[src/rtl/motion_pkg.sv]
// Constants for the serial microstep position control block.
// Assumes a 16-bit frame on a four-wire serial link, MSB first.
package motion_pkg;
	localparam int FRAME_BITS = 16;
	localparam int ADDR_MSB   = 15;
	localparam int ADDR_LSB   = 14;
	localparam int DATA_W     = 14;
	localparam int IDX_W      = 6;
	localparam int ENTRY_W    = 6;
	localparam int TBL_LOAD_N = 16;
	localparam int SC_LSB     = 0;
	localparam int RUN_CFG_LSB = 6;
	localparam int RUN_CFG_W  = 8;
	localparam int CNT_W      = 5;

	localparam logic [1:0] ADDR_CFG0 = 2'h0;
	localparam logic [1:0] ADDR_CFG1 = 2'h1;
	localparam logic [1:0] ADDR_TBL  = 2'h2;
	localparam logic [1:0] ADDR_RUN  = 2'h3;

	localparam logic [IDX_W-1:0]     INDEX_RST   = 6'h00;
	localparam logic [IDX_W-1:0]     IDX_QUARTER = 6'h10;
	localparam logic [IDX_W-1:0]     IDX_HALF    = 6'h20;
	localparam logic [IDX_W-1:0]     IDX_3QUART  = 6'h30;
	localparam logic [3:0]           PTR_RST     = 4'h0;
	localparam logic [3:0]           PTR_LAST    = 4'hf;
	localparam logic [DATA_W-1:0]    CFG_RST     = 14'h0000;
	localparam logic [RUN_CFG_W-1:0] RUN_CFG_RST = 8'h00;
	localparam logic [2:0]           PIN_IDLE    = 3'h4;
	localparam logic [CNT_W-1:0]     CNT_RST     = 5'h00;
	localparam logic [CNT_W-1:0]     CNT_OVER    = 5'h11;

	// Entry 0 is fixed at zero; entries 1 to 16 form a quarter sine.
	localparam logic [17*ENTRY_W-1:0] DEFAULT_TABLE = {
		6'h3f, 6'h3f, 6'h3e, 6'h3c, 6'h3a, 6'h37, 6'h34, 6'h30, 6'h2c,
		6'h28, 6'h23, 6'h1d, 6'h17, 6'h12, 6'h0b, 6'h05, 6'h00};
	localparam logic [TBL_LOAD_N*ENTRY_W-1:0] TBL_RST = '0;
endpackage : motion_pkg

[src/rtl/phase_current_lookup.sv]
// Folds a step angle index onto the 17-entry quarter table.
// Assumes entry 0 of the table is zero and the sign is handled outside.
`timescale 1ns/100ps
module phase_current_lookup
	import motion_pkg::*;
(
	input  wire logic [IDX_W-1:0]      idx,
	input  wire logic [17*ENTRY_W-1:0] table_flat,
	output logic      [ENTRY_W-1:0]    magnitude
);
	logic [4:0] sel;

	// Odd quadrants run the table backwards
	always_comb begin
		if (idx[4]) begin
			sel = 5'(5'h10 - {1'b0, idx[3:0]});
		end else begin
			sel = {1'b0, idx[3:0]};
		end
		magnitude = table_flat[sel*ENTRY_W +: ENTRY_W];
	end
endmodule : phase_current_lookup

[src/rtl/serial_microstep_position_control.sv]
// Serial microstep position control: four-wire link, step index, tables.
// Assumes pins are asynchronous to clk_sys and sck is well below clk_sys/4.
`timescale 1ns/100ps
module serial_microstep_position_control
	import motion_pkg::*;
(
	input  wire logic                 clk_sys,
	input  wire logic                 rst_b,
	input  wire logic                 ce,
	input  wire logic                 serial_strobe_low,
	input  wire logic                 sck,
	input  wire logic                 sdi,
	output logic                      sdo,
	output logic                      sdo_oe,
	output logic      [IDX_W-1:0]     step_index,
	output logic      [ENTRY_W-1:0]   phase_a_mag,
	output logic                      phase_a_rev,
	output logic      [ENTRY_W-1:0]   phase_b_mag,
	output logic                      phase_b_rev,
	output logic      [RUN_CFG_W-1:0] run_cfg,
	output logic      [DATA_W-1:0]    cfg0,
	output logic      [DATA_W-1:0]    cfg1,
	output logic                      table_custom,
	output logic                      step_done
);

	// Pin synchronisers: {strobe, sck, sdi}
	logic [2:0] meta_q;
	logic [2:0] sync_q;
	logic [2:0] prev_q;

	always_ff @(posedge clk_sys or negedge rst_b) begin
		if (!rst_b) begin
			// Idle pin levels, so no false strobe or clock edge after reset
			meta_q <= PIN_IDLE;
			sync_q <= PIN_IDLE;
			prev_q <= PIN_IDLE;
		end else if (ce) begin
			meta_q <= {serial_strobe_low, sck, sdi};
			sync_q <= meta_q;
			prev_q <= sync_q;
		end
	end

	logic strb_fall;
	logic strb_rise;
	logic sck_rise;
	logic sck_fall;
	logic in_frame;

	assign strb_fall = prev_q[2] & ~sync_q[2];
	assign strb_rise = ~prev_q[2] & sync_q[2];
	assign sck_rise  = ~prev_q[1] & sync_q[1];
	assign sck_fall  = prev_q[1] & ~sync_q[1];
	assign in_frame  = ~sync_q[2];

	// Serial shifter
	logic [FRAME_BITS-1:0] shift_q, shift_d;
	logic [FRAME_BITS-1:0] out_q, out_d;
	logic [CNT_W-1:0]      cnt_q, cnt_d;
	logic                  sdo_q, sdo_d;
	logic [FRAME_BITS-1:0] status_word;
	logic [IDX_W-1:0]      index_q, index_d;
	logic [3:0]            ptr_q, ptr_d;
	logic                  custom_q, custom_d;

	assign status_word = {custom_q, 3'h0, ptr_q, 2'h0, index_q};

	always_comb begin
		shift_d = shift_q;
		out_d   = out_q;
		cnt_d   = cnt_q;
		sdo_d   = sdo_q;
		if (strb_fall) begin
			cnt_d = CNT_RST;
			out_d = status_word;
			sdo_d = status_word[FRAME_BITS-1];
		end else if (in_frame && sck_rise) begin
			shift_d = {shift_q[FRAME_BITS-2:0], sync_q[0]};
			// Saturate so long frames are still seen as wrong length
			if (cnt_q != CNT_OVER) begin
				cnt_d = 5'(cnt_q + 5'h01);
			end
		end else if (in_frame && sck_fall) begin
			out_d = {out_q[FRAME_BITS-2:0], 1'b0};
			sdo_d = out_q[FRAME_BITS-2];
		end
	end

	always_ff @(posedge clk_sys or negedge rst_b) begin
		if (!rst_b) begin
			shift_q <= '0;
			out_q   <= '0;
			cnt_q   <= CNT_RST;
			sdo_q   <= 1'b0;
		end else if (ce) begin
			shift_q <= shift_d;
			out_q   <= out_d;
			cnt_q   <= cnt_d;
			sdo_q   <= sdo_d;
		end
	end

	assign sdo    = sdo_q;
	// Follows the synced strobe, so it spans every host sample point
	assign sdo_oe = in_frame;

	// Frame decode; only whole frames act, on the strobe rise
	logic                 commit;
	logic [1:0]           addr;
	logic [DATA_W-1:0]    data;
	logic [IDX_W-1:0]     sc;
	logic [RUN_CFG_W-1:0] run_cfg_in;
	logic [IDX_W-1:0]     run_sum;
	logic                 run_commit;
	logic                 tbl_commit;

	assign commit     = strb_rise && (cnt_q == CNT_W'(FRAME_BITS));
	assign addr       = shift_q[ADDR_MSB:ADDR_LSB];
	assign data       = shift_q[DATA_W-1:0];
	assign sc         = data[SC_LSB +: IDX_W];
	assign run_cfg_in = data[RUN_CFG_LSB +: RUN_CFG_W];
	// Six-bit add wraps by itself, signed or not
	assign run_sum    = index_q + sc;
	assign run_commit = commit && (addr == ADDR_RUN);
	assign tbl_commit = commit && (addr == ADDR_TBL);

	// Control state
	logic [RUN_CFG_W-1:0]          run_cfg_q, run_cfg_d;
	logic [DATA_W-1:0]             cfg0_q, cfg0_d;
	logic [DATA_W-1:0]             cfg1_q, cfg1_d;
	logic [TBL_LOAD_N*ENTRY_W-1:0] tbl_q, tbl_d;
	logic                          done_q, done_d;

	always_comb begin
		index_d   = index_q;
		run_cfg_d = run_cfg_q;
		cfg0_d    = cfg0_q;
		cfg1_d    = cfg1_q;
		tbl_d     = tbl_q;
		ptr_d     = ptr_q;
		custom_d  = custom_q;
		done_d    = 1'b0;
		if (run_commit) begin
			index_d   = run_sum;
			run_cfg_d = run_cfg_in;
			done_d    = 1'b1;
		end else if (tbl_commit) begin
			tbl_d[ptr_q*ENTRY_W +: ENTRY_W] = data[ENTRY_W-1:0];
			ptr_d = 4'(ptr_q + 4'h1);
			// Partial loads keep the sine profile until all 16 arrive
			if (ptr_q == PTR_LAST) begin
				custom_d = 1'b1;
			end
		end else if (commit && (addr == ADDR_CFG0)) begin
			cfg0_d = data;
		end else if (commit && (addr == ADDR_CFG1)) begin
			cfg1_d = data;
		end
	end

	always_ff @(posedge clk_sys or negedge rst_b) begin
		if (!rst_b) begin
			index_q   <= INDEX_RST;
			run_cfg_q <= RUN_CFG_RST;
			cfg0_q    <= CFG_RST;
			cfg1_q    <= CFG_RST;
			tbl_q     <= TBL_RST;
			ptr_q     <= PTR_RST;
			custom_q  <= 1'b0;
			done_q    <= 1'b0;
		end else if (ce) begin
			index_q   <= index_d;
			run_cfg_q <= run_cfg_d;
			cfg0_q    <= cfg0_d;
			cfg1_q    <= cfg1_d;
			tbl_q     <= tbl_d;
			ptr_q     <= ptr_d;
			custom_q  <= custom_d;
			done_q    <= done_d;
		end
	end

	assign step_index   = index_q;
	assign run_cfg      = run_cfg_q;
	assign cfg0         = cfg0_q;
	assign cfg1         = cfg1_q;
	assign table_custom = custom_q;
	assign step_done    = done_q;

	// Phase current lookup; phase B leads phase A by a quarter cycle
	logic [17*ENTRY_W-1:0] table_flat;
	logic [IDX_W-1:0]      idx_b;
	logic [ENTRY_W-1:0]    mag_a;
	logic [ENTRY_W-1:0]    mag_b;
	logic [ENTRY_W-1:0]    mag_a_q, mag_a_d;
	logic [ENTRY_W-1:0]    mag_b_q, mag_b_d;
	logic                  rev_a_q, rev_a_d;
	logic                  rev_b_q, rev_b_d;

	assign table_flat = custom_q ? {tbl_q, {ENTRY_W{1'b0}}}
		: DEFAULT_TABLE;
	assign idx_b = index_q + IDX_QUARTER;

	phase_current_lookup u_lookup_a (
		.idx        (index_q),
		.table_flat (table_flat),
		.magnitude  (mag_a)
	);

	phase_current_lookup u_lookup_b (
		.idx        (idx_b),
		.table_flat (table_flat),
		.magnitude  (mag_b)
	);

	always_comb begin
		mag_a_d = mag_a;
		mag_b_d = mag_b;
		rev_a_d = index_q > IDX_HALF;
		rev_b_d = (index_q > IDX_QUARTER) && (index_q <= IDX_3QUART);
	end

	always_ff @(posedge clk_sys or negedge rst_b) begin
		if (!rst_b) begin
			mag_a_q <= '0;
			mag_b_q <= '0;
			rev_a_q <= 1'b0;
			rev_b_q <= 1'b0;
		end else if (ce) begin
			mag_a_q <= mag_a_d;
			mag_b_q <= mag_b_d;
			rev_a_q <= rev_a_d;
			rev_b_q <= rev_b_d;
		end
	end

	assign phase_a_mag = mag_a_q;
	assign phase_b_mag = mag_b_q;
	assign phase_a_rev = rev_a_q;
	assign phase_b_rev = rev_b_q;
endmodule : serial_microstep_position_control

[config.mk]
export PLATFORM = sky130hd
export DESIGN_NAME = serial_microstep_position_control
export DESIGN_NICKNAME = d
export VERILOG_FILES = /design/src/rtl/motion_pkg.sv /design/src/rtl/phase_current_lookup.sv /design/src/rtl/serial_microstep_position_control.sv
export SDC_FILE = /design/constraint.sdc
export NUM_CORES = 1
export LEC_CHECK = 0
export BUFFER_PORTS_ARGS = -buffer_cell sky130_fd_sc_hd__buf_2
export CAP_MARGIN = 25
export CORE_ASPECT_RATIO = 0.75
export CORE_MARGIN = 2
export CORE_UTILIZATION = 60
export DETAILED_ROUTE_END_ITERATION = 8
export PLACE_DENSITY = 0.84
export SLEW_MARGIN = 30
export SYNTH_ARGS = -nofsm -noshare
export SYNTH_HDL_FRONTEND = slang
export SYNTH_SLANG_ARGS = --single-unit
export TNS_END_PERCENT = 100
[constraint.sdc]
create_clock -name clk_sys -period 4.62 [get_ports clk_sys]
set_input_delay 0.924 -clock clk_sys [delete_from_list [all_inputs] [get_ports clk_sys]]
set_output_delay 0.924 -clock clk_sys [all_outputs]
set_load 0.02 [all_outputs]
==> results of run 1 <==
==> cell usage in the layout, fill, tap and decap left out, types with 9 or more instances in the layout <==
cell / n
nand3_1: 34
ha_1: 15
mux2_2: 138
xnor2_1: 13
nor3_1: 18
dfrtp_1: 199
a31oi_1: 11
inv_1: 39
nor2b_1: 15
o21ai_0: 71
buf_4: 30
nand4_1: 17
mux2i_1: 62
buf_2: 64
a21o_1: 12
and3_1: 9
xor2_1: 11
nand2_1: 146
mux4_2: 14
clkbuf_16: 21
nor2_1: 55
a21oi_1: 42
==> power by group <==
part           switching [mW]  total (mW)  internal [mW]
clock network           0.734        1.71          0.974
registers               0.177        2.04           1.87
logic                   0.313       0.480          0.167
==> cell families after synthesis <==
group / share of synthesized area, %
muxes: 22.3
buffers and inverters: 3.68
and+or+nand+nor: 14.0
DFF: 44.7
AOI/OAI and AO/OA: 10.9
xor gates and xnor gates: 2.40
adders and majority gates: 2.00
==> state kept, by name, indices dropped and copies added, names as in the netlist <==
name          count
shift_q          16
meta_q            3
sync_q            3
out_q            15
table_custom      1
ptr_q             4
phase_b_mag       6
cfg0             14
phase_a_mag       6
step_index        6
sdo               1
run_cfg           8
phase_b_rev       1
prev_q            2
cfg1             14
tbl_q            96
phase_a_rev       1
step_done         1
cnt_q             5
==> per-layer routing <==
metal  global-route usage, %  up-vias
met5                       0        -
met2                    48.8      571
met3                    10.6       72
li1                        -     4071
met1                    49.1     4571
met4                    8.41        0
==> final timing paths <==
path	from	end	cells past startpoint
setup / recovery	ptr_q[1]	tbl_q[76]	13
hold / removal	tbl_q[73]	tbl_q[73]	1
setup reg to reg	ptr_q[1]	tbl_q[76]	13
hold reg to reg	tbl_q[73]	tbl_q[73]	1
max in group asynchronous	rst_b	tbl_q[20]	2
min in group asynchronous	rst_b	sync_q[1]	1
==> synthesized netlist by cell type (all sizes together) (7+ instances only) <==
cell type and n:
nand2 146, a21o 12, dfrtp 200, or3 8
a211oi 7, clkbuf 54, nor2 55, ha 15
a31oi 11, xor2 12, buf 16, nand3 34
o21a 7, and3 9, nand4 17, mux4 14
xnor2 14, mux2 141, inv 39, nor2b 16
o21ai 72, a21oi 42, nor3 19, mux2i 62
==> metrics by stage <==
| stage | utilization (%) | setup slack [ns] | std cells | power (mW) | hold slack, ns |
|---|---|---|---|---|---|
| finish | 68.7 | 0.567 | 1420 | 4.23 | 0.482 |
| global route | 68.7 | 0.359 | 1419 | 4.37 | 0.493 |
| floorplan | - | 0.875 | 1109 | 2.30 | 0.443 |
| CTS | 68.6 | 0.698 | 1419 | 4.23 | 0.483 |
| detailed placement | 64.9 | 0.722 | 1382 | 2.54 | 0.469 |
| global placement | 64.9 | 0.781 | 1382 | 2.52 | 0.458 |
==> final cells by class <==
cell class | instances | area, um2
clock inverters | 10 | 86.3
fillers | 1371 | 5790
inverters | 39 | 146
clock buffers | 27 | 598
repair buffers | 96 | 581
multi-input cells | 797 | 5910
well taps | 247 | 309
diodes | 1 | 2.50
flip-flops and latches | 203 | 5080
==> worst reg2reg max path, cell delays in order (launching register included) <==
cell     delay, ns
dfrtp_1       0.41
ha_1          0.29
inv_1         0.08
fa_1          0.49
buf_4         0.21
nor3b_1       0.21
buf_4         0.16
nand2_1       0.07
a21oi_1       0.13
ha_1          0.25
buf_4         0.20
nor4_2        0.90
nand2_1       0.20
mux2_2        0.33
==> impl_metrics.toml, run 1 <==
[status]
status = "complete, no violations"

[timing]
slew_violations = 0
fin_crit_sh_pct = 87.7
setup_viol = 0
worst_slew_pin_slew_ns = 1.03
rsz0062_at_grt = "no"
skew_ns = 0.0135
hold_viol_final = 0
setup-tns-final_ns = 0
max_freq_mhz = 247
finalCriticalPeriod_ns = 4.05
max-slew-margin-rel_pct = 30.5

[global_routing]
grt_max_degree = 115
grt_overflow = 0
grt_antenna_before_repair = 1
grt_pass1_vias = 9011
grt_first_pass_wirelength_um = 51500
grt_usage_pct = 33.6

[placement]
dp_hpwl_um = 23100
place_area_mm2 = 0.0120
portBuffers = 65
place_congestion = 1.04

[setup_path]
path_common_cell = "buf_4"
cp.required_ns = 5.01
path_buf_inv = 4
critical_path.max_fanout = 17
rrSetupSlack_ns = 0.57
crit_chain = "ha_1, inv_1, fa_1, buf_4, nor3b_1, buf_4, nand2_1, a21oi_1, ha_1, buf_4, nor4_2, nand2_1, mux2_2"
slowest_stage = "nor4_2"
crit_path_max_incr_delay_ns = 0.90
critPathArrivalTime_ns = 4.45
cp_top_family = "simple AND/OR/NAND/NOR gates"
critPathLaunchType = "register"
cp-end-kind = "register"
worstSetupPathType = "register to register"

[logic_synthesis]
synth_top_area_share_pct = 44.0
syn_area_mm2 = 0.0114
yosys.area.top_type = "dfrtp_1"
yosysWarnings = 0
synth_edf_count = 0
synthCells = 1109
synthFlopType = "dfrtp_1"
synth_nets = 1132
ys_top_cells_by_area = "dfrtp_1 (44%), mux2_2 (14%), mux2i_1 (5.5%)"
async_reset_ff_share_pct = 100
synth.avg_cell_area_um2 = 10.2
synth-seq-cells = 203
synth_sequential_area_ratio_pct = 44.7
ys_types = 64

[layout]
post-route-cell-area_mm2 = 0.0127
layout-drive-gt1-share_pct = 26.3
fin_nets = 1181
area_delta_synth_final_pct = 11.9

[routing]
wl_met3_um = 4120
routedWlPerCell_um = 23.0
route.met2.wl_um = 13800
firstDrtPassIters = 6
ant_nets = 0
met1_length_um = 14000
topRoutingLayerUsed = "met4"
wl_um = 32700
drcViolationCount = 0
drt_iter0_drc = 1263
avgViaCountPerCell = 6.54
vias = 9285

[cts]
cts_root_buffer = "clkbuf_16"
ctsResizeCount = 0
clock_latency_ns = 0.52
clock_sinks = 203
cts_tree = "done"
path_clk_slew_ns = 0.07
cts_setup_buffers = 0
cts_inserted_buffers = 21
cts.path.max_buffers = 3
htree_levels = 1
postCtsHoldBufs = 0

[die]
start_util_pct = 61.4
dieHeight_um = 123
fp.dieW_um = 163
rows = 43
coreArea_mm2 = 0.0185
die-area_mm2 = 0.0201
io_pins = 66

[power]
p_leak_nw = 6.02
power_density_mw_per_mm2 = 333
vdd_drop_max_mv = 0.292

[flow_run]
max-cap-violations = 0

[worst_hold_path]
hp-class = "register to register"
No activity file was read; power rests on OpenSTA's default activity.
==> run 2, diff against run 1 <==
- CORE_ASPECT_RATIO: 0.75 -> 1.2
==> run 2 against run 1 <==
Compared with the run above:
- core utilization fell by 0.42 points
- maximum frequency fell by 1.9%
- flip-flop and latch count did not move
- global-route usage fell by 1.3 points
- clock power rose by 9%
- die area barely moved
- highest routed layer unchanged
==> impl_metrics.toml, run 2 (same netlist as run 1, synthesis figures left out) <==
[layout]
mostFrequentLayoutCells = "dfrtp_1 (199), nand2_1 (146), mux2_2 (138), o21ai_0 (71), buf_2 (64)"
antenna_cells = 0
top_register = "tbl_q"
area_delta_synth_final_pct = 12.5
top_regs = "tbl_q (96), shift_q (16), out_q (15)"
layout_commonest_cell = "dfrtp_1"
fin_nets = 1177
layout-drive-gt1-share_pct = 26.4
largest_reg_flops = 96

[routing]
ant_nets = 0
avgViaCountPerCell = 6.45
firstDrtPassIters = 5
vias = 9186
drcViolationCount = 0
drt_iter0_drc = 1094
wl_um = 31900
routedWlPerCell_um = 22.4

[die]
fp.dieW_um = 130
die-area_mm2 = 0.0201
dieHeight_um = 155
rows = 55
io_pins = 66
start_util_pct = 60.7
coreArea_mm2 = 0.0187

[setup_path]
worstSetupPathType = "register to register"
critPathLaunchType = "register"
rrSetupSlack_ns = 0.49
cp.required_ns = 4.95
critical_path.max_fanout = 24
cp-end-kind = "register"
critPathArrivalTime_ns = 4.46

[global_routing]
grt_overflow = 0
grt_antenna_before_repair = 0
grt_first_pass_wirelength_um = 50100
grt_usage_pct = 32.3
grt_max_degree = 117
grt_pass1_vias = 9115

[cts]
htree_levels = 1
cts_inserted_buffers = 21
cts.path.max_buffers = 3
cts_root_buffer = "clkbuf_16"
path_clk_slew_ns = 0.06
cts_setup_buffers = 0
clock_latency_ns = 0.51
clock_sinks = 203
cts_tree = "done"
postCtsHoldBufs = 0
ctsResizeCount = 0

[worst_hold_path]
hp-class = "primary input to async pin"

[placement]
dp_hpwl_um = 22500
place_congestion = 1.01
portBuffers = 65

[status]
status = "complete, no violations"

[power]
power_density_mw_per_mm2 = 344
p_leak_nw = 6.03
vdd_drop_max_mv = 0.481

[timing]
setup-tns-final_ns = 0
hold_viol_final = 0
rsz0062_at_grt = "no"
skew_ns = 0.0155
max-slew-margin-rel_pct = 31.3
fin_crit_sh_pct = 89.4
whs_ns = 0.453
slew_violations = 0
worst_slew_pin_slew_ns = 1.02
finalCriticalPeriod_ns = 4.13
max_freq_mhz = 242
setup_viol = 0

[flow_run]
max-cap-violations = 0
## run 2: cell count changes in the layout (fill, tap and decap cells not counted), moves of 2 or more
cell        change
bufinv_16       +4
clkbuf_8        -4
buf_4           -3
clkinvlp_4      +3
inv_6           -2
## run 2: worst max-delay path, stage by stage (launching register included)
cell     delay [ns]
dfrtp_1        0.38
buf_4          0.22
inv_1          0.17
ha_1           0.60
nand2_1        0.23
nor2_1         0.31
xnor3_1        0.57
nor4_2         0.96
nand2_1        0.30
mux2i_1        0.20
## run 2: layer usage
| metal | GRT usage (%) | vias to the layer above | part of all wire [%] |
|---|---|---|---|
| met5 | 0 | - | 0 |
| met4 | 17.1 | 0 | 5.4 |
| met3 | 5.78 | 116 | 8.8 |
| met2 | 51.0 | 497 | 47 |
| met1 | 42.6 | 4524 | 39 |
| li1 | - | 4049 | - |
## run 2: path summary, 6_finish.rpt
check / cells after the start / start / end
worst max-delay path: 9 / ptr_q[0] / tbl_q[74]
worst min-delay path: 1 / rst_b / run_cfg[3]
worst max register to register: 9 / ptr_q[0] / tbl_q[74]
worst min register to register: 2 / tbl_q[61] / tbl_q[61]
max in group asynchronous: 2 / rst_b / meta_q[2]
min in group clk_sys: 2 / tbl_q[61] / tbl_q[61]
## run 2: area by class of cell
type,count,area (um2)
Multi-Input combinational cell,797,5930
Tap cell,256,320
Clock buffer,23,543
Timing Repair Buffer,92,538
Fill cell,1382,5940
Inverter,39,146
Sequential cell,203,5080
Clock inverter,15,215
## run 2: power breakdown
| group | total (mW) | leakage, nW | internal [mW] | switching (mW) |
|---|---|---|---|---|
| Clock | 1.87 | 0.366 | 1.14 | 0.734 |
| Sequential | 2.04 | 2.74 | 1.87 | 0.176 |
| Combinational | 0.489 | 2.93 | 0.169 | 0.320 |
## run 2: stage by stage
| stage | cell area (um2) | utilization [%] | power [mW] | std cells | setup slack, ns |
|---|---|---|---|---|---|
| 2_1_floorplan | 11400 | - | 2.30 | 1109 | 0.875 |
| 3_3_place_gp | 12000 | 64.0 | 2.51 | 1387 | 0.826 |
| 3_5_place_dp | 12000 | 64.1 | 2.53 | 1387 | 0.716 |
| 4_1_cts | 12800 | 68.2 | 4.39 | 1425 | 0.630 |
| 5_1_grt | 12800 | 68.3 | 4.55 | 1425 | 0.185 |
| 6_report | 12800 | 68.3 | 4.40 | 1425 | 0.490 |
==> run 3, diff against run 2 <==
- CORE_UTILIZATION: 60 -> 57
- CTS_BUF_LIST: unset -> sky130_fd_sc_hd__clkbuf_8
- PLACE_DENSITY: 0.84 -> 0.83
- clock period: 4.62 -> 3.5 ns (I/O delays scaled with it)
==> run 3 against run 2 <==
Compared with the run above:
- the flow now finishes with violations (design-rule violations)
- sequential power increased by 30%
- die area is 5.1% higher
- final area rose by 1.3%
- count of clock-buffer cells in the layout is 15 higher
- sequential share of layout area is 0.53 points lower
- critical endpoint is now tbl_q[17]
==> impl_metrics.toml, run 3 (same netlist as run 1, synthesis figures left out) <==
[status]
status = "complete, but fails checks"
violations = "design-rule violations"

[placement]
dp_hpwl_um = 23100
place_congestion = 0.998
dp_cells = 1427
portBuffers = 65

[cts]
clock_latency_ns = 0.57
cts_root_buffer = "clkbuf_8"
path_clk_slew_ns = 0.06
cts_inserted_buffers = 31
cts_tree = "done"
postCtsHoldBufs = 0
cts.path.max_buffers = 3
clock_sinks = 203
htree_levels = 1

[die]
coreArea_mm2 = 0.0195
start_util_pct = 58.1
dieHeight_um = 159
rows = 56
io_pins = 66
die-area_mm2 = 0.0211
fp.dieW_um = 133

[setup_path]
cp.required_ns = 3.95
critPathLaunchType = "register"
path_common_cell = "inv_1"
worstSetupPathType = "register to register"
cp-end-kind = "register"
crit_chain = "ha_4, inv_1, fa_1, nor2b_1, or2_2, inv_1, ha_1, inv_1, nor2_1, o31a_1, nand3_2, nor3_2, mux2_2"
critical_path.max_fanout = 6
critPathArrivalTime_ns = 3.75
slowest_stage = "dfrtp_1"
crit_path_max_incr_delay_ns = 0.43

[timing]
max-slew-margin-rel_pct = 38.7
fin_crit_sh_pct = 94.2
max_freq_mhz = 303
slew_violations = 0
rsz0062_at_grt = "no"
setup_viol = 0
skew_ns = 0.0172
setup-tns-final_ns = 0
finalCriticalPeriod_ns = 3.30
worst_slew_pin_slew_ns = 0.917
hold_viol_final = 0

[global_routing]
grt_overflow = 0
grt_usage_pct = 30.8
grt_first_pass_wirelength_um = 50900
grt_antenna_before_repair = 1
grt_pass1_vias = 9426
grt_max_degree = 91

[layout]
nFillCells = 1450
top_regs = "tbl_q (96), shift_q (16), out_q (15)"
top_register = "tbl_q"
layout_commonest_cell = "dfrtp_1"
largest_reg_flops = 96
layout-drive-gt1-share_pct = 29.2
fin_nets = 1223
final_cells = 1483
fin_util_pct = 66.3
area_delta_synth_final_pct = 14.0
mostFrequentLayoutCells = "dfrtp_1 (199), nand2_1 (146), mux2_2 (138), o21ai_0 (71), buf_2 (64)"

[routing]
vias = 9396
firstDrtPassIters = 7
drcViolationCount = 2
ant_nets = 0
wl_um = 31800
avgViaCountPerCell = 6.34
drt_iter0_drc = 667
routedWlPerCell_um = 21.4

[power]
power_density_mw_per_mm2 = 405
power_frac_comb_pct = 13.3
intPower_mw = 3.68
switching_share_pct = 29.9
clkPwrFrac_pct = 36.1
p_leak_nw = 6.23
switchingPower_mw = 1.57
p_seq_share_pct = 50.6
total_power_mw = 5.25
vdd_drop_max_mv = 0.373

[worst_hold_path]
hp-class = "primary input to async pin"

[flow_run]
max-cap-violations = 0
## run 3: changes by cell type in the layout (fill, tap and decap cells not counted), moves of 2 or more
cell	change
buf_12	+2
buf_4	+33
bufinv_16	-5
clkbuf_16	-21
clkbuf_8	+38
clkinvlp_4	-3
inv_1	+11
nor3b_1	-2
## run 3: timing repair
action | in CTS | in global routing
buffers inserted | 0 | 1
hold endpoints to repair | 0 | 0
endpoints found under the setup margin | 0 | 32
gates resized for setup | 0 | 12
## run 3: final cells by class
| class | count | area (um2) | share of cell area, % |
|---|---|---|---|
| clock inverters | 16 | 72.6 | 0.560 |
| inverters | 39 | 146 | 1.13 |
| diodes | 1 | 2.50 | 0.0193 |
| multi-input cells | 797 | 5960 | 46.0 |
| clock buffers | 38 | 523 | 4.04 |
| repair buffers | 128 | 836 | 6.45 |
| well taps | 261 | 327 | 2.52 |
| flip-flops and latches | 203 | 5080 | 39.3 |
## run 3: stage by stage
step,setup WS [ns],hold slack (ns),instance area [um2]
3_3_place_gp,0.256,0.456,12300
2_1_floorplan,0.000706,0.404,11400
4_1_cts,0.0160,0.196,12900
5_1_grt,0.0200,0.218,12900
6_report,0.201,0.169,13000
3_5_place_dp,0.0560,0.467,12300
## run 3: per-layer routing
| metal | vias up | GRT usage (%) | part of all wire [%] |
|---|---|---|---|
| met4 | 0 | 15.4 | 5.3 |
| met3 | 126 | 5.19 | 7.8 |
| li1 | 4162 | - | - |
| met5 | - | 0 | 0 |
| met1 | 4612 | 39.6 | 40 |
| met2 | 496 | 50.9 | 47 |
## run 3: path summary, 6_finish.rpt
kind | endpoint | startpoint | cells after the start | slack [ns]
hold / removal | run_cfg[5] | rst_b | 1 | 0.17
hold reg to reg | tbl_q[61] | tbl_q[61] | 2 | 0.48
setup / recovery | tbl_q[17] | ptr_q[1] | 13 | 0.20
min in group clk_sys | meta_q[1] | sck | 2 | 0.36
setup reg to reg | tbl_q[17] | ptr_q[1] | 13 | 0.20
max in group asynchronous | phase_b_mag[0] | rst_b | 2 | 2.45
## run 3: power by group through the flow
stage                     clock network (mW)  logic [mW]  registers (mW)
after CTS                               1.91       0.681            2.65
after global routing                    2.02       0.757            2.67
after detailed placement                   0       0.676            2.69
final                                   1.89       0.698            2.66
after floorplan                            0       0.452            2.59
after global placement                     0       0.655            2.68
## run 3: critical path: cells and delay by family (launching register included)
family | cells | cell delay [ns]
compound gates | 1 | 0.33
fa+ha+maj | 3 | 0.91
buf+inv | 3 | 0.16
flops | 1 | 0.43
mux | 1 | 0.36
simple gates | 5 | 0.98
